## config.mk

```make
export PLATFORM = sky130hd
export DESIGN_NAME = halt_wakeup_reset_control
export DESIGN_NICKNAME = d
export VERILOG_FILES = /design/src/core/halt_wake_pkg.sv /design/src/core/halt_wakeup_reset_control.sv /design/src/core/down_counter.sv
export VERILOG_INCLUDE_DIRS = /design/src /design/src/core
export SDC_FILE = /design/constraint.sdc
export NUM_CORES = 1
export LEC_CHECK = 0
export BUFFER_PORTS_ARGS = -buffer_cell sky130_fd_sc_hd__buf_4
export CORE_MARGIN = 2
export CORE_UTILIZATION = 48
export CTS_CLUSTER_DIAMETER = 40
export CTS_CLUSTER_SIZE = 30
export DETAILED_ROUTE_END_ITERATION = 8
export GPL_ROUTABILITY_DRIVEN = 0
export GPL_TIMING_DRIVEN = 0
export PLACE_DENSITY = 0.79
export SKIP_LAST_GASP = 1
export SYNTH_ARGS = -nofsm -noshare
export SYNTH_HDL_FRONTEND = slang
export SYNTH_HIERARCHICAL = 1
export SYNTH_SLANG_ARGS = --single-unit
```

## constraint.sdc

```tcl
create_clock -name sys_clk_i -period 3.79 [get_ports sys_clk_i]
set_clock_uncertainty 0.15 [all_clocks]
set_input_delay 0.758 -clock sys_clk_i [delete_from_list [all_inputs] [get_ports sys_clk_i]]
set_output_delay 0.758 -clock sys_clk_i [all_outputs]
set_load 0.02 [all_outputs]
```

## src/core/halt_wake_params.svh

```systemverilog
// constants for the power-down, wake-up and reset controller
`ifndef HALT_WAKE_PARAMS_SVH
`define HALT_WAKE_PARAMS_SVH

// ****************************************************************
// timing counts, in sys_clk_i cycles
// ****************************************************************
`define SST_CYC          11'd1024
`define OPT_LOAD_CYC     11'd16
`define CNT_W            11

// ****************************************************************
// register byte offsets
// ****************************************************************
`define CTRL_OFS         8'h00
`define WAKE_EN_OFS      8'h04
`define STATUS_OFS       8'h08

// ****************************************************************
// field positions and reset values
// ****************************************************************
`define CTRL_WDT_SEL     0
`define CTRL_WDT_EN      1
`define CTRL_RST         2'h3
`define WAKE_EN_RST      8'h00
`define ST_PDF           0
`define ST_TO            1
`define ST_STATE_LSB     2
`define ST_KIND_LSB      8

// ****************************************************************
// values loaded into the core on a full reset
// ****************************************************************
`define INTERRUPT_CONTROL_REG_INIT        8'h00
`define TIMER_CONTROL_REG_INIT        8'h08
`define PORT_INIT        8'hFF
`define AMP_INIT         8'h08
`define CONV_CTRL_INIT   8'h40
`define CONV_CLK_INIT    3'h4

`endif

```

## src/core/halt_wake_pkg.sv

```systemverilog
// types for the power-down, wake-up and reset controller
package halt_wake_pkg;

  typedef enum logic [5:0] {
    S_LOAD = 6'h01,
    S_SST  = 6'h02,
    S_RUN  = 6'h04,
    S_HALT = 6'h08,
    S_WAKE = 6'h10,
    S_ACK  = 6'h20
  } state_t;

  typedef enum logic [1:0] {
    WK_NONE   = 2'h0,
    WK_RESUME = 2'h1,
    WK_ACK    = 2'h2,
    WK_WARM   = 2'h3
  } wake_kind_t;

endpackage : halt_wake_pkg

```

## src/core/halt_wakeup_reset_control.sv

```systemverilog
// power-down, wake-up and reset sequencer with a wishbone register slave
// Functional notes
// sleep stops system oscillator; watchdog oscillator runs when selected.
// core memory and registers are frozen during power-down.
// entering power-down clears watchdog when it uses its own oscillator.
// port pins keep their drive and sense state during power-down.
// sleep sets power-down flag and clears timeout flag.
// wake on reset pin, interrupt, port A falling edge, watchdog overflow.
// power-down flag cleared by power-up and clear-watchdog, set by sleep.
// timeout sets its flag; in power-down it wakes with warm reset.
// each port A bit has own wake enable; wake resumes next instruction.
// interrupt wake is serviced if enabled and stack not full.
// interrupt already pending at sleep is not a wake source.
// every wake-up inserts a 1024-cycle dummy period.
// next instruction right after dummy; interrupt entry one cycle later.
// flags: power-up 0,0; pin run u,u; pin halt 0,1; wdt 1,u/1,1.
// 1024-cycle start-up delay for all resets and every wake.
// full resets also add an option load delay.
// full reset clears pc, disables ints, clears wdt, ports to input.
// full reset loads the fixed initial register values.
// warm reset clears only program counter low byte.
// reset pin gives full initialisation in run and in power-down.
// overflow in run is full reset with timeout; in halt warm reset.
// pin wake events are caught and synchronised to the clock.
`timescale 1ns/1ps
`include "halt_wake_params.svh"

module halt_wakeup_reset_control (
  input  wire logic        sys_clk_i,
  input  wire logic        rstn_i,
  // core and watchdog events
  input  wire logic        sleep_i,
  input  wire logic        clear_watchdog_instruction_i,
  input  wire logic        wdt_ovf_i,
  input  wire logic [2:0]  int_req_i,
  input  wire logic [2:0]  int_en_i,
  input  wire logic        emi_i,
  input  wire logic        stack_full_i,
  // pins
  input  wire logic        reset_pin_n_i,
  input  wire logic [7:0]  port_a_i,
  // wishbone slave
  input  wire logic        wb_cyc_i,
  input  wire logic        wb_stb_i,
  input  wire logic        wb_we_i,
  input  wire logic [7:0]  wb_adr_i,
  input  wire logic [3:0]  wb_sel_i,
  input  wire logic [31:0] wb_dat_i,
  output logic [31:0]      wb_dat_o,
  output logic             wb_ack_o,
  // control to the rest of the chip
  output logic             osc_run_o,
  output logic             wdt_osc_run_o,
  output logic             wdt_clear_o,
  output logic             hold_o,
  output logic             core_reset_o,
  output logic             opt_load_o,
  output logic             warm_reset_o,
  output logic             pc_low_clear_o,
  output logic             resume_o,
  output logic             int_ack_o,
  output logic             timeout_flag_o,
  output logic             power_down_flag_o,
  output logic [7:0]       interrupt_control_reg_init_o,
  output logic [7:0]       timer_control_reg_init_o,
  output logic [7:0]       port_init_o,
  output logic [7:0]       amp_init_o,
  output logic [7:0]       conv_ctrl_init_o,
  output logic [2:0]       conv_clk_init_o
);

  import halt_wake_pkg::*;

  // ****************************************************************
  // pin synchronisers
  // ****************************************************************
  logic       res_m_r, res_s_r;
  logic [7:0] pa_m_r, pa_s_r, pa_d_r;

  // clock assumed to reach this block while the core oscillator is off
  always_ff @(posedge sys_clk_i) begin
    if (!rstn_i) begin
      res_m_r <= 1'b1;
      res_s_r <= 1'b1;
      pa_m_r  <= 8'hFF;
      pa_s_r  <= 8'hFF;
      pa_d_r  <= 8'hFF;
    end else begin
      res_m_r <= reset_pin_n_i;
      res_s_r <= res_m_r;
      pa_m_r  <= port_a_i;
      pa_s_r  <= pa_m_r;
      pa_d_r  <= pa_s_r;
    end
  end

  // ****************************************************************
  // registers reached over wishbone
  // ****************************************************************
  logic [1:0] ctrl_r;
  logic [7:0] wake_en_r;
  logic       ack_r;
  logic [31:0] rd_dat_r;
  state_t     state_r, state_nxt;
  wake_kind_t kind_r, kind_nxt;
  logic       to_r, to_nxt, pdf_r, pdf_nxt;

  wire        wb_req   = wb_cyc_i & wb_stb_i & ~ack_r;
  wire        wb_wr    = wb_req & wb_we_i & wb_sel_i[0];
  wire        sel_ctrl = (wb_adr_i == `CTRL_OFS);
  wire        sel_wken = (wb_adr_i == `WAKE_EN_OFS);
  wire        sel_stat = (wb_adr_i == `STATUS_OFS);
  wire        wdt_sel  = ctrl_r[`CTRL_WDT_SEL];
  wire        wdt_en   = ctrl_r[`CTRL_WDT_EN];
  wire [31:0] status_w = {22'h0, kind_r, state_r, to_r, pdf_r};
  wire [31:0] rd_mux   = sel_ctrl ? {30'h0, ctrl_r} :
                         sel_wken ? {24'h0, wake_en_r} :
                         sel_stat ? status_w : 32'h0;

  always_ff @(posedge sys_clk_i) begin
    if (!rstn_i) begin
      ctrl_r    <= `CTRL_RST;
      wake_en_r <= `WAKE_EN_RST;
      ack_r     <= 1'b0;
      rd_dat_r  <= 32'h0;
    end else begin
      ack_r    <= wb_req;
      rd_dat_r <= wb_req ? rd_mux : 32'h0;
      if (wb_wr && sel_ctrl)
        ctrl_r <= wb_dat_i[1:0];
      if (wb_wr && sel_wken)
        wake_en_r <= wb_dat_i[7:0];
    end
  end

  assign wb_ack_o = ack_r;
  assign wb_dat_o = rd_dat_r;

  // ****************************************************************
  // event decode
  // ****************************************************************
  logic [2:0] pend_mask_r;
  logic       cnt_zero;

  wire        in_run    = (state_r == S_RUN);
  wire        in_halt   = (state_r == S_HALT);
  wire        in_wake   = (state_r == S_WAKE);
  wire        res_act   = ~res_s_r;
  wire        ovf_run   = in_run & wdt_ovf_i & ~res_act;
  wire        sleep_go  = in_run & sleep_i & ~res_act & ~wdt_ovf_i;
  wire        ovf_halt  = in_halt & wdt_ovf_i & ~res_act;
  wire [2:0]  int_new   = int_req_i & ~pend_mask_r;
  wire        int_wake  = |int_new;
  wire        int_serve = |(int_new & int_en_i) & emi_i & ~stack_full_i;
  wire        pa_wake   = |(pa_d_r & ~pa_s_r & wake_en_r);
  wire        any_wake  = in_halt & ~res_act & (wdt_ovf_i | int_wake | pa_wake);

  // ****************************************************************
  // sequencer
  // ****************************************************************
  always_comb begin
    state_nxt = state_r;
    kind_nxt  = kind_r;
    case (state_r)
      S_LOAD: begin
        if (!res_act && cnt_zero)
          state_nxt = S_SST;
      end
      S_SST: begin
        if (res_act)
          state_nxt = S_LOAD;
        else if (cnt_zero)
          state_nxt = S_RUN;
      end
      S_RUN: begin
        if (res_act || wdt_ovf_i)
          state_nxt = S_LOAD;
        else if (sleep_i)
          state_nxt = S_HALT;
      end
      S_HALT: begin
        if (res_act)
          state_nxt = S_LOAD;
        else if (any_wake) begin
          state_nxt = S_WAKE;
          if (wdt_ovf_i)
            kind_nxt = WK_WARM;
          else if (int_wake && int_serve)
            kind_nxt = WK_ACK;
          else
            kind_nxt = WK_RESUME;
        end
      end
      S_WAKE: begin
        if (res_act)
          state_nxt = S_LOAD;
        else if (cnt_zero)
          state_nxt = (kind_r == WK_ACK) ? S_ACK : S_RUN;
      end
      S_ACK: state_nxt = S_RUN;
      default: state_nxt = S_LOAD;
    endcase
  end

  // one counter serves the option load, start-up and dummy periods
  wire        enter_ld  = (state_nxt == S_LOAD) & ((state_r != S_LOAD) | res_act);
  wire        enter_tm  = (state_nxt != state_r) &
                          ((state_nxt == S_SST) | (state_nxt == S_WAKE));
  wire [`CNT_W-1:0] cnt_val = enter_ld ? `OPT_LOAD_CYC - `CNT_W'd1 :
                                         `SST_CYC - `CNT_W'd1;

  down_counter #(
    .RST_VAL (`OPT_LOAD_CYC - `CNT_W'd1)
  ) down_counter_i (
    .sys_clk_i  (sys_clk_i),
    .rstn_i     (rstn_i),
    .load_i     (enter_ld | enter_tm),
    .load_val_i (cnt_val),
    .zero_o     (cnt_zero)
  );

  // ****************************************************************
  // status flags
  // ****************************************************************
  always_comb begin
    to_nxt  = to_r;
    pdf_nxt = pdf_r;
    if (in_halt && res_act)
      to_nxt = 1'b0;
    else if (ovf_run || ovf_halt)
      to_nxt = 1'b1;
    if (sleep_go) begin
      pdf_nxt = 1'b1;
      to_nxt  = 1'b0;
    end else if (in_run && clear_watchdog_instruction_i && !res_act)
      pdf_nxt = 1'b0;
  end

  // ****************************************************************
  // state and output flops
  // ****************************************************************
  always_ff @(posedge sys_clk_i) begin
    if (!rstn_i) begin
      state_r     <= S_LOAD;
      kind_r      <= WK_NONE;
      to_r        <= 1'b0;
      pdf_r       <= 1'b0;
      pend_mask_r <= 3'h0;
    end else begin
      state_r <= state_nxt;
      kind_r  <= kind_nxt;
      to_r    <= to_nxt;
      pdf_r   <= pdf_nxt;
      if (sleep_go)
        pend_mask_r <= int_req_i;
    end
  end

  always_ff @(posedge sys_clk_i) begin
    if (!rstn_i) begin
      osc_run_o      <= 1'b1;
      wdt_osc_run_o  <= 1'b1;
      wdt_clear_o    <= 1'b1;
      hold_o         <= 1'b0;
      core_reset_o   <= 1'b1;
      opt_load_o     <= 1'b1;
      warm_reset_o   <= 1'b0;
      pc_low_clear_o <= 1'b1;
      resume_o       <= 1'b0;
      int_ack_o      <= 1'b0;
    end else begin
      osc_run_o      <= (state_nxt != S_HALT);
      wdt_osc_run_o  <= wdt_en & ((state_nxt != S_HALT) | wdt_sel);
      // watchdog held clear through a full reset, counts once released
      wdt_clear_o    <= (state_nxt == S_LOAD) | (state_nxt == S_SST) |
                        (sleep_go & wdt_sel);
      hold_o         <= (state_nxt == S_HALT) | (state_nxt == S_WAKE);
      core_reset_o   <= (state_nxt == S_LOAD) | (state_nxt == S_SST);
      opt_load_o     <= (state_nxt == S_LOAD);
      warm_reset_o   <= ovf_halt;
      pc_low_clear_o <= ovf_halt | enter_ld;
      resume_o       <= in_wake & cnt_zero & ~res_act & (kind_r != WK_ACK);
      int_ack_o      <= (state_r == S_ACK);
    end
  end

  assign timeout_flag_o    = to_r;
  assign power_down_flag_o = pdf_r;

  // fixed values, handed to the core while core_reset_o is high
  always_ff @(posedge sys_clk_i) begin
    if (!rstn_i) begin
      interrupt_control_reg_init_o      <= `INTERRUPT_CONTROL_REG_INIT;
      timer_control_reg_init_o      <= `TIMER_CONTROL_REG_INIT;
      port_init_o      <= `PORT_INIT;
      amp_init_o       <= `AMP_INIT;
      conv_ctrl_init_o <= `CONV_CTRL_INIT;
      conv_clk_init_o  <= `CONV_CLK_INIT;
    end
  end

  // ****************************************************************
  // checks
  // ****************************************************************
  logic [`CNT_W-1:0] wake_cyc_r;

  always_ff @(posedge sys_clk_i) begin
    if (!rstn_i || !in_wake)
      wake_cyc_r <= '0;
    else
      wake_cyc_r <= wake_cyc_r + `CNT_W'd1;
  end
endmodule : halt_wakeup_reset_control

```

## src/core/down_counter.sv

```systemverilog
// loadable down counter with a zero flag
`timescale 1ns/1ps
`include "halt_wake_params.svh"

module down_counter #(
  parameter logic [`CNT_W-1:0] RST_VAL = '0
) (
  input  wire logic              sys_clk_i,
  input  wire logic              rstn_i,
  input  wire logic              load_i,
  input  wire logic [`CNT_W-1:0] load_val_i,
  output logic                   zero_o
);

  logic [`CNT_W-1:0] cnt_r;

  assign zero_o = (cnt_r == '0);

  always_ff @(posedge sys_clk_i) begin
    if (!rstn_i)
      cnt_r <= RST_VAL;
    else if (load_i)
      cnt_r <= load_val_i;
    else if (!zero_o)
      cnt_r <= cnt_r - `CNT_W'd1;
  end

endmodule : down_counter

```

== Word-level counts from Yosys, hierarchy flattened ==
Index checks and enable logic that the tools add are counted.
Word-level totals
  register bits: 103
  word-level logic and storage cells: 134
  input port bits: 69
  output and inout bits: 88
Operators by class
  multiplexer cells: 21
  reduce and logical (&&, ||, !) cells: 21
  eq/ne operators: 18
  add/sub/neg operators: 1
  bitwise logic cells: 45
Operators by type and width (count)
  $mux W6: 10
  $pmux W6 S6: 1
  $and A1 B1 Y1: 22
  $mux W11: 2
  $and A8 B8 Y8: 2
  $mux W8: 2
  $eq A6 B1 Y1 const B: 2
  $eq A6 B2 Y1 const B: 2
  $eq A6 B4 Y1 const B: 2
  $eq A6 B5 Y1 const B: 2
  $reduce_or A3 Y1: 4
  $logic_not A11 Y1: 1
  $sub A11 B1 Y11 const B: 1
  $mux W10: 1
  $or A1 B1 Y1: 10
  $eq A8 B3 Y1 const B: 1
  $eq A8 B4 Y1 const B: 1
  $logic_not A8 Y1: 1
  $not A8 Y8: 1
  $reduce_or A8 Y1: 1
  $logic_and A1 B1 Y1: 7
  $not A1 Y1: 7
  $and A3 B3 Y3: 2
  $eq A6 B3 Y1 const B: 1
  16 further kinds: 20

== Longest topological paths before layout ==
Gate-level depths: netlist of run 1.
  depth after elaboration: 14
  depth in mapped cells: 14
  gate-level depth less buffers: 12

== By module ==
Netlist of run 1, hierarchy kept.
By module, submodules not included
  halt_wakeup_reset_control: times used 1, cells each 362, sequential area each 1401.3 um^2, area an instance 3274.4 um^2
  down_counter: times used 1, cells each 73, sequential area each 220.2 um^2, area an instance 609.3 um^2

== Worst setup path before layout of run 1 ==
Ideal clock, no wire load.
  path kind: input -> register
  start point: input port wdt_ovf_i
  end point: register down_counter_i.cnt_r[4]
  library setup time: 0.070 ns
  required time: 3.570 ns
  stages: 9
  data arrival time: 2.662 ns
  setup slack: 0.909 ns
  buffers on the path: 2
  cell sequence: buf_6 > a31o_1 > or4_4 > and2_4 > buf_6 > a311oi_1 > o21ai_1 > or3_1 > a21oi_1
On the way
  longest elaborated chain between the ends: 11
  elaborated cells on any way between the ends: 19
  classes of those cells: eq/ne: 5; mux: 6; bitwise: 7; reduce/logical: 1
Ends and longest elaborated chain
  start, declared: RTL line halt_wakeup_reset_control.sv:34  | input wire logic wdt_ovf_i,
  $or A1 B1 Y1 (2 in a row): RTL line halt_wakeup_reset_control.sv:156  | wire any_wake = in_halt & ~res_act & (wdt_ovf_i | int_wake | pa_wake);
  $and A1 B1 Y1: RTL line halt_wakeup_reset_control.sv:156
  $mux W6: RTL line halt_wakeup_reset_control.sv:184  | else if (any_wake) begin
  $mux W6: RTL line halt_wakeup_reset_control.sv:182  | if (res_act)
  $pmux W6 S6 *: RTL line halt_wakeup_reset_control.sv:164  | case (state_r)
  $eq A6 B2 Y1 or $eq A6 B5 Y1 (tied branches): RTL line halt_wakeup_reset_control.sv:208  | ((state_nxt == S_SST) | (state_nxt == S_WAKE));
  $or A1 B1 Y1: RTL line halt_wakeup_reset_control.sv:208
  $and A1 B1 Y1: RTL line halt_wakeup_reset_control.sv:207  | wire enter_tm = (state_nxt != state_r) &
  $or A1 B1 Y1: RTL line halt_wakeup_reset_control.sv:217  | .load_i (enter_ld | enter_tm),
  $ne A2 B1 Y1 (no line) or $mux W11 (tied branches)
  end signal, assigned: RTL line down_counter.sv:23  | cnt_r <= load_val_i;
  end signal, assigned: RTL line down_counter.sv:25  | cnt_r <= cnt_r - `CNT_W'd1;
  end, declared: RTL line down_counter.sv:15  | logic [`CNT_W-1:0] cnt_r;
Mark *: on every way between the ends. The rest lies on a longest branch, timed or not.
A chain may end at the register's enable or synchronous reset.

== Final worst setup path of run 1 ==
  start point: register down_counter_i.cnt_r[0]
  end point: register down_counter_i.cnt_r[5]
On the way
  longest elaborated chain between the ends: 9
  elaborated cells on any way between the ends: 21
  classes of those cells: add/sub: 1; eq/ne: 5; mux: 9; bitwise: 4; reduce/logical: 2
Ends and longest elaborated chain
  $logic_not A11 Y1 *: RTL line down_counter.sv:17  | assign zero_o = (cnt_r == '0);
  named net cnt_zero: RTL line halt_wakeup_reset_control.sv:143  | logic cnt_zero;
  $mux W6, or another cell as far along: RTL line halt_wakeup_reset_control.sv:197  | else if (cnt_zero)
  $mux W6 (on tied branches): RTL line halt_wakeup_reset_control.sv:195, halt_wakeup_reset_control.sv:166, halt_wakeup_reset_control.sv:170
  $pmux W6 S6: RTL line halt_wakeup_reset_control.sv:164
  $eq A6 B2 Y1 or $eq A6 B5 Y1 (tied branches): RTL line halt_wakeup_reset_control.sv:208
  $or A1 B1 Y1: RTL line halt_wakeup_reset_control.sv:208
  $and A1 B1 Y1: RTL line halt_wakeup_reset_control.sv:207
  $or A1 B1 Y1: RTL line halt_wakeup_reset_control.sv:217
  $ne A2 B1 Y1 (no line) or $mux W11 (tied branches)
The timed path passes the listed nets; every way through them passes the cells marked *. The select of a mux whose other input is x is not followed.

==> out/results.ini, run 1 <==
[status]
status=complete, no violations

[sta]
fmax_mhz=293.2
fin_crit_sh=0.8998
slew_headroom=0.5543
slew_viol_final=0
hold_violations=0
final.setup.tns_ps=0
setup_viol=0
rsz0062_at_grt=no
min_period_ps=3410
tightest_slew_ps=662.4

[global_route]
grt_use_total=0.1939
grt_overflow=0
grt_pass1_vias=2859
grt_start_max_net_pins=17
grt_pass1_wl_mm=13.45
antenna_found_initial=0

[clock_network]
clkLatencyLatePin_ps=360
cts_setup_buffers=0
cts_max_path_buffers=2
cts_root_buf=clkbuf_8
cts_tree=done
cts.sink_count=81
numCtsBuffers=9
cts_hold_buf=0
clk_pin_slew_worst_paths_ps=90
cts.repair.resized=0
htreeDepth=3

[min_path]
hold_path.class=reg -> reg
hp-start=pa_m_r[3]$_SDFF_PN1_

[logic_synthesis]
synth_edf_count=0
synthesis.area_um2=3884
synth_cell_types=64
synth_flop_cell=dfxtp_1
ys_seq_elements=81
synthCells=435
synth.yosys.warnings=6
seq_area_frac_synth=0.4175
avgSynthCellArea_um2=8.928
synthArstFlopShare=0

[pwr]
ir_drop_mv=0.3468
p_leak_nw=2.275
combPwrFrac=0.130
p_sw_frac=0.2662
power_density_nw_per_um2=356.2
seqPwrFrac=0.501
total_power_w=0.001762
p_int_w=0.001293
p_clk_frac=0.369
switching_power_w=0.0004691

[drt]
num_vias=3233
wl_mm=8.398
drc=0
detail_route.wl_per_cell_um=12.28
drt_pass1_iterations=5
avgViaCountPerCell=4.727
drtAntennaViolNets=0
drtIter0Drc=241

[worst_setup_path]
worst_path_max_delay_cell=clkbuf_1
reg2reg_slack_ps=380
worstSetupEndpointType=flip-flop
cp_slowest_stage_delay_ps=420
critPathBufInv=4
worstPathMaxFanout=12
path_cells=inv_1 -> ha_1 -> or3b_1 -> buf_2 -> and4b_1 -> buf_6 -> nor3_1 -> o21ai_0 -> a21oi_1 -> a311oi_1 -> o21ai_1 -> clkbuf_1 -> nand3_1 -> o41ai_1
required_ps=3890
startpoint=down_counter_i/cnt_r[0]$_SDFFE_PN1P_
rr_startpoint=down_counter_i/cnt_r[0]$_SDFFE_PN1P_
arrival_ps=3510
critPathKind=reg -> reg
cpLargestDelayFamily=compound AO/OA/AOI/OAI gates
start_kind=flip-flop

[die]
die_area_um2=8827
initial_core_util=0.5000
core-area_um2=7767
io_pins=157
num_rows=32
die-height_um=93.95
die_w_um=93.95

[flow_run]
cap_violations=0

[final_layout]
antennaDiodeCount=0
nFillCells=632
nets=647
syn_to_final_growth_pct=27.38
drive_above_1_share=0.2818

[placement]
port_buffers=63
dpl.hpwl_mm=6.487

## final timing paths
path,end,depth (start not counted)
min,pa_s_r[3]$_SDFF_PN1_,1
min reg2reg,pa_s_r[3]$_SDFF_PN1_,1
max reg2reg,down_counter_i/cnt_r[5]$_SDFFE_PN0P_,14
max,down_counter_i/cnt_r[5]$_SDFFE_PN0P_,14
## sequential cells by signal (all words and copies together), names as in the netlist, 2 cells and up
signal and count:
ctrl_r 2, down_counter_i/cnt_r 11, kind_r 2, pa_d_r 8, pa_m_r 8, pa_s_r 8, pend_mask_r 3, state_r 6
wake_en_r 8, wb_dat_o 10
## cells in the final DEF, fill, tap and decap left out, types with 3 or more instances in the layout
cell type | synthesis | layout
nand3b_1 | 12 | 12
buf_2 | 5 | 5
inv_1 | 12 | 12
conb_1 | 2 | 70
buf_6 | 3 | 3
o311ai_0 | 3 | 3
nor3_1 | 8 | 8
mux2i_1 | 14 | 14
xnor2_1 | 5 | 5
clkbuf_1 | 12 | 12
nand2_1 | 26 | 26
and3_1 | 3 | 3
inv_6 | 0 | 3
nor4_1 | 4 | 4
or2_1 | 3 | 3
nor2b_1 | 5 | 5
nand3_1 | 9 | 9
nor3b_1 | 3 | 3
a22oi_1 | 7 | 7
or3_1 | 4 | 4
and2_1 | 5 | 5
o21ai_0 | 7 | 7
buf_4 | 65 | 128
nand2b_1 | 29 | 29
a21oi_1 | 17 | 17
dfxtp_1 | 81 | 81
nor2_1 | 36 | 36
clkbuf_8 | 0 | 9
## layout make-up
cell class / count / area, um^2 / area share
plain buffers: 87 / 600.6 / 0.1214
repair buffers: 63 / 473.0 / 0.09560
clock inverters: 7 / 83.83 / 0.01694
well taps: 102 / 127.6 / 0.02580
flip-flops and latches: 81 / 1622 / 0.3278
clock buffers: 9 / 123.9 / 0.02504
inverters: 13 / 48.80 / 0.009863
multi-input cells: 322 / 1868 / 0.3776
## worst register-to-register path, stage by stage (launching register included)
cell	delay, ps
dfxtp_1	370
inv_1	80
ha_1	230
or3b_1	160
buf_2	150
and4b_1	220
buf_6	150
nor3_1	240
o21ai_0	130
a21oi_1	300
a311oi_1	100
o21ai_1	370
clkbuf_1	420
nand3_1	140
o41ai_1	100
## through the flow
stage          area, um^2  setup WS, ps  hold slack (ps)  instances    util
3_3_place_gp         4740         544.8            238.0        668  0.6102
4_1_cts              4947         446.1            262.9        684  0.6369
5_1_grt              4947         89.37            277.5        684  0.6369
3_5_place_dp         4740         462.2            241.6        668  0.6102
6_report             4947         379.8            258.5        684  0.6369
2_1_floorplan        4139         908.6            236.3        503       -
## power by group through the flow
stage | registers [W] | logic [W] | clock network (W)
2_1_floorplan | 0.000901 | 0.000170 | 0
3_3_place_gp | 0.000901 | 0.000221 | 0
3_5_place_dp | 0.000903 | 0.000224 | 0
4_1_cts | 0.000883 | 0.000225 | 0.000663
5_1_grt | 0.000886 | 0.000248 | 0.000710
6_report | 0.000882 | 0.000229 | 0.000651
## synth_stat cells (3+ instances only)
master | n | area (um^2)
a21oi_1 | 17 | 85.08
a22oi_1 | 7 | 52.55
and2_1 | 5 | 31.28
and3_1 | 3 | 18.77
buf_2 | 5 | 25.02
buf_4 | 65 | 488.0
buf_6 | 3 | 33.78
clkbuf_1 | 12 | 45.04
dfxtp_1 | 81 | 1622
inv_1 | 12 | 45.04
mux2i_1 | 14 | 140.1
nand2_1 | 26 | 97.59
nand2b_1 | 29 | 181.4
nand3_1 | 9 | 45.04
nand3b_1 | 12 | 90.09
nor2_1 | 36 | 135.1
nor2b_1 | 5 | 31.28
nor3_1 | 8 | 40.04
nor3b_1 | 3 | 22.52
nor4_1 | 4 | 25.02
o21ai_0 | 7 | 35.03
o311ai_0 | 3 | 26.28
or2_1 | 3 | 18.77
or3_1 | 4 | 25.02
xnor2_1 | 5 | 43.79
## routing by layer
layer  vias up  GRT usage  part of all wire
met5         -          0                 0
met4         0    0.07005             0.013
met3         9    0.05136             0.080
met2       136     0.3220              0.50
met1      1457     0.2416              0.41
li1       1631          -                 -
## cells by family (layout without fill, tap and decap cells)
group           after synthesis  after routing  share of synthesized area
compound gates               61             61                     0.1095
xor+xnor                      6              6                    0.01353
fa+ha+maj                     1              1                   0.003221
buf+inv                     100            179                     0.1672
flops                        81             81                     0.4175
mux                          16             16                    0.04285
other cells                   2             70                   0.001934
simple gates                168            168                     0.2442
Note: power is estimated with default switching activity, not from simulation.
==> inputs of run 2 (changes only) <==
--- a/config.mk
+++ b/config.mk
@@ -7,6 +7,7 @@
 export NUM_CORES = 1
 export LEC_CHECK = 0
 export BUFFER_PORTS_ARGS = -buffer_cell sky130_fd_sc_hd__buf_4
+export CAP_MARGIN = 30
 export CORE_MARGIN = 2
 export CORE_UTILIZATION = 48
 export CTS_CLUSTER_DIAMETER = 40
@@ -14,6 +15,7 @@
 export DETAILED_ROUTE_END_ITERATION = 8
 export GPL_ROUTABILITY_DRIVEN = 0
 export GPL_TIMING_DRIVEN = 0
+export MAX_ROUTING_LAYER = met4
 export PLACE_DENSITY = 0.79
 export SKIP_LAST_GASP = 1
 export SYNTH_ARGS = -nofsm -noshare
==> out/results.ini, run 2 (same netlist as run 1, synthesis figures left out) <==
[final_layout]
antennaDiodeCount=0
largest_reg_flops=11
mostFrequentLayoutCells=buf_4 (128), dfxtp_1 (81), conb_1 (70), nor2_1 (36), nand2b_1 (29)
max_flop_register=down_counter_i/cnt_r
nFillCells=632
stdcell_count=684
syn_to_final_growth_pct=27.38
nets=647
mostFrequentLayoutCell=buf_4
drive_above_1_share=0.2818

[clock_network]
clk_pin_slew_worst_paths_ps=90
cts_root_buf=clkbuf_8
cts.sink_count=81
cts_setup_buffers=0
clkLatencyLatePin_ps=360
cts_hold_buf=0
htreeDepth=3
cts.repair.resized=0
cts_tree=done
numCtsBuffers=9
cts_max_path_buffers=2

[worst_setup_path]
worstPathMaxFanout=12
path_cells=inv_1 -> ha_1 -> or3b_1 -> buf_2 -> and4b_1 -> buf_6 -> nor3_1 -> o21ai_0 -> a21oi_1 -> a311oi_1 -> o21ai_1 -> clkbuf_1 -> nand3_1 -> o41ai_1
cp_slowest_stage_delay_ps=420
reg2reg_slack_ps=400
start_kind=flip-flop
required_ps=3890
worstSetupEndpointType=flip-flop
arrival_ps=3490
critPathKind=reg -> reg
worst_path_max_delay_cell=clkbuf_1
rr_worst_depth=14
rr_startpoint=down_counter_i/cnt_r[0]$_SDFFE_PN1P_
r2r-end=down_counter_i/cnt_r[5]$_SDFFE_PN0P_

[sta]
fmax_mhz=295.2
fin_crit_sh=0.8939
hold_violations=0
final.setup.tns_ps=0
slew_viol_final=0
setup_viol=0
tightest_slew_ps=666.3
rsz0062_at_grt=no
min_period_ps=3388
slew_headroom=0.5517

[min_path]
hp-start=pa_m_r[3]$_SDFF_PN1_
hold_path.class=reg -> reg
hold_depth=1
hold_end=pa_s_r[3]$_SDFF_PN1_

[die]
core-area_um2=7767
die-height_um=93.95
die_w_um=93.95
num_rows=32
io_pins=157
initial_core_util=0.5000
die_area_um2=8827

[flow_run]
cap_violations=0

[pwr]
p_leak_nw=2.275
p_sw_frac=0.2660
p_int_w=0.001293
p_clk_frac=0.369
switching_power_w=0.0004686
power_density_nw_per_um2=356.1
seqPwrFrac=0.501
combPwrFrac=0.130
ir_drop_mv=0.3463

[drt]
drtIter0Drc=214
detail_route.wl_per_cell_um=12.26
drc=0
drt_pass1_iterations=5
num_vias=3215
drtAntennaViolNets=0
wl_mm=8.389
avgViaCountPerCell=4.700

[placement]
port_buffers=63
place_inst=668
dpl.hpwl_mm=6.487

[global_route]
grt_use_total=0.1991
grt_overflow=0
grt_pass1_wl_mm=13.45
antenna_found_initial=0
grt_start_max_net_pins=17
grt_pass1_vias=2856

[status]
status=complete, no violations

run 2: cell counts in the layout (fill, tap and decap cells not counted):
Identical to the previous run, type by type.
run 2: power groups by stage:
stage          logic (W)  clock network [W]  registers (W)
6_report        0.000229           0.000650       0.000883
3_5_place_dp    0.000224                  0       0.000903
2_1_floorplan   0.000170                  0       0.000901
3_3_place_gp    0.000221                  0       0.000901
5_1_grt         0.000248           0.000710       0.000886
4_1_cts         0.000225           0.000663       0.000883
run 2: through the flow:
step	cell area [um^2]	hold WS, ps	total power, W	worst slack (ps)	utilization
finish	4947	258.2	0.001762	402.1	0.6369
global route	4947	277.5	0.001844	89.39	0.6369
CTS	4947	262.9	0.001771	446.1	0.6369
detailed placement	4740	241.6	0.001127	462.2	0.6102
global placement	4740	238.0	0.001122	544.8	0.6102
floorplan	4139	236.3	0.001071	908.6	-
run 2: per-layer routing:
metal / part of all wire / routed length (um) / track usage
met4: 0.013 / 111 / 0.07005
met5: 0 / 0 / -
met3: 0.081 / 679 / 0.05056
met1: 0.41 / 3438 / 0.2421
met2: 0.50 / 4159 / 0.3220
run 2: worst max-delay path by stage:
stage                                         startpoint                                   end  slack [ps]  cells past startpoint
finish              down_counter_i/cnt_r[0]$_SDFFE_PN1P_  down_counter_i/cnt_r[5]$_SDFFE_PN0P_         400                     14
global route        down_counter_i/cnt_r[0]$_SDFFE_PN1P_  down_counter_i/cnt_r[3]$_SDFFE_PN1P_          90                     14
CTS                 down_counter_i/cnt_r[0]$_SDFFE_PN1P_  down_counter_i/cnt_r[5]$_SDFFE_PN0P_         450                     14
detailed placement  down_counter_i/cnt_r[0]$_SDFFE_PN1P_  down_counter_i/cnt_r[5]$_SDFFE_PN0P_         460                     14
global placement                            int_req_i[2]  down_counter_i/cnt_r[2]$_SDFFE_PN1P_         540                     11
floorplan                                      wdt_ovf_i  down_counter_i/cnt_r[4]$_SDFFE_PN0P_         910                      9
run 2: area by class of cell:
type,count,area (um^2),area share
Inverter,13,48.80,0.009863
Multi-Input combinational cell,322,1868,0.3776
Sequential cell,81,1622,0.3278
Buffer,87,600.6,0.1214
Clock buffer,9,123.9,0.02504
Timing Repair Buffer,63,473.0,0.09560
Clock inverter,7,83.83,0.01694
Tap cell,102,127.6,0.02580
run 2: critical path, delay by kind of cell (launching register included):
| kind | cells | cell delay, ps |
|---|---|---|
| adder cells (fa/ha/maj) | 1 | 230 |
| flip-flops | 1 | 370 |
| AND/OR/NAND/NOR | 4 | 740 |
| AO/OA/AOI/OAI | 5 | 990 |
| buffers and inverters | 4 | 800 |
==> inputs of run 3 (changes only) <==
--- a/config.mk
+++ b/config.mk
@@ -9,14 +9,13 @@
 export BUFFER_PORTS_ARGS = -buffer_cell sky130_fd_sc_hd__buf_4
 export CAP_MARGIN = 30
 export CORE_MARGIN = 2
-export CORE_UTILIZATION = 48
+export CORE_UTILIZATION = 52
 export CTS_CLUSTER_DIAMETER = 40
 export CTS_CLUSTER_SIZE = 30
 export DETAILED_ROUTE_END_ITERATION = 8
 export GPL_ROUTABILITY_DRIVEN = 0
-export GPL_TIMING_DRIVEN = 0
 export MAX_ROUTING_LAYER = met4
-export PLACE_DENSITY = 0.79
+export PLACE_DENSITY = 0.85
 export SKIP_LAST_GASP = 1
 export SYNTH_ARGS = -nofsm -noshare
 export SYNTH_HDL_FRONTEND = slang
==> constraint.sdc (replaced) <==
create_clock -name sys_clk_i -period 3.95 [get_ports sys_clk_i]
set_clock_uncertainty 0.15 [all_clocks]
set_input_delay 0.79 -clock sys_clk_i [delete_from_list [all_inputs] [get_ports sys_clk_i]]
set_output_delay 0.79 -clock sys_clk_i [all_outputs]
set_load 0.01 [all_outputs]
==> out/results.ini, run 3 (same netlist as run 1, synthesis figures left out) <==
[die]
die-height_um=90.42
num_rows=31
die_w_um=90.42
initial_core_util=0.5354
core-area_um2=7253
io_pins=157
die_area_um2=8176

[pwr]
power_density_nw_per_um2=361.5
ir_drop_mv=0.2505
p_leak_nw=1.898

[final_layout]
antennaDiodeCount=0
syn_to_final_growth_pct=12.53
largest_reg_flops=11
mostFrequentLayoutCells=dfxtp_1 (81), conb_1 (70), buf_4 (67), nor2_1 (36), nand2b_1 (29)
nets=564
nFillCells=633
final_util=0.6026
max_flop_register=down_counter_i/cnt_r
drive_above_1_share=0.1884
mostFrequentLayoutCell=dfxtp_1

[sta]
hold_violations=0
setup_viol=0
fin_crit_sh=0.8735
tightest_slew_ps=637.8
min_period_ps=3450
slew_viol_final=0
rsz0062_at_grt=no
fmax_mhz=289.8
final.setup.tns_ps=0
slew_headroom=0.5709

[global_route]
antenna_found_initial=0
grt_pass1_wl_mm=12.68
grt_overflow=0
grt_start_max_net_pins=51
grt_use_total=0.1981
grt_pass1_vias=2739

[clock_network]
numCtsBuffers=9
clkLatencyLatePin_ps=360
cts_tree=done
htreeDepth=3
cts_root_buf=clkbuf_8
cts.repair.resized=0
cts.sink_count=81
cts_hold_buf=0
clk_pin_slew_worst_paths_ps=90
cts_max_path_buffers=2
cts_setup_buffers=0

[placement]
dpl.hpwl_mm=5.805
port_buffers=64

[worst_setup_path]
startpoint=down_counter_i/cnt_r[0]$_SDFFE_PN1P_
arrival_ps=3600
worstPathMaxFanout=14
start_kind=flip-flop
critPathKind=reg -> reg
required_ps=4100
rr_startpoint=down_counter_i/cnt_r[0]$_SDFFE_PN1P_
worstSetupEndpointType=flip-flop

[min_path]
hold_path.class=reg -> reg
hp-start=res_m_r$_SDFF_PN1_

[flow_run]
cap_violations=0

[drt]
drt_pass1_iterations=5
avgViaCountPerCell=5.072
wl_mm=7.792
num_vias=3033
drc=0
detail_route.wl_per_cell_um=13.03
drtIter0Drc=192
drtAntennaViolNets=0

[status]
status=complete, no violations

[run 3: cell count changes in the layout (fill, tap and decap cells not counted), sizes merged]
cell      previous run  this run
clkinv               2         4
clkbuf              22         9
clkinvlp             1         0
bufinv               1         0
buf                137        67
[run 3: stage by stage]
step                      instance area [um^2]  total power [W]  hold WS (ps)  setup slack [ps]  cells
after floorplan                           4139        0.0009985         236.3              1037    503
after global placement                    4165        0.0009946         238.1             679.5    582
after detailed placement                  4165         0.001001         241.8             516.7    582
after CTS                                 4370         0.001596         252.8             488.5    598
after global routing                      4370         0.001644         273.0             195.4    598
final                                     4370         0.001580         253.5             499.9    598
[run 3: layer usage]
metal	vias to the layer above	wire [um]	global-route usage	share of wire
met5	-	0	-	0
met4	0	224	0.09103	0.029
met3	25	529	0.05593	0.068
met2	146	3994	0.3365	0.51
met1	1390	3044	0.2156	0.39
li1	1472	-	-	-
[run 3: worst paths after layout]
check,depth (start not counted),slack [ps],endpoint
worst max-delay path,12,500,down_counter_i/cnt_r[4]$_SDFFE_PN0P_
worst min-delay path,1,250,res_s_r$_SDFF_PN1_
worst max register to register,12,500,down_counter_i/cnt_r[4]$_SDFFE_PN0P_
worst min register to register,1,250,res_s_r$_SDFF_PN1_
[run 3: area by class of cell]
cell class	count	area [um^2]	share of cell area
clock inverters	7	81.33	0.01861
multi-input cells	322	1868	0.4274
well taps	99	123.9	0.02834
inverters	13	48.80	0.01117
clock buffers	9	123.9	0.02834
repair buffers	67	503.0	0.1151
flip-flops and latches	81	1622	0.3710
[run 3: report_power, final]
part	switching [W]	leakage (nW)	internal (W)
sequential	0.0000128	0.660	0.000836
combinational	0.0000781	1.13	0.0000569
clock	0.000343	0.104	0.000253
total	0.000434	1.90	0.00115
[run 3: worst max-delay path, stage by stage (launching register included)]
cell and delay (ps):
dfxtp_1 340, inv_1 90, ha_1 200, or3b_1 460, and4b_1 500, nor3_1 120
o21ai_0 180, a21oi_1 150, a311oi_1 360, o21ai_1 120, buf_4 200, or3_1 380
a21oi_1 140
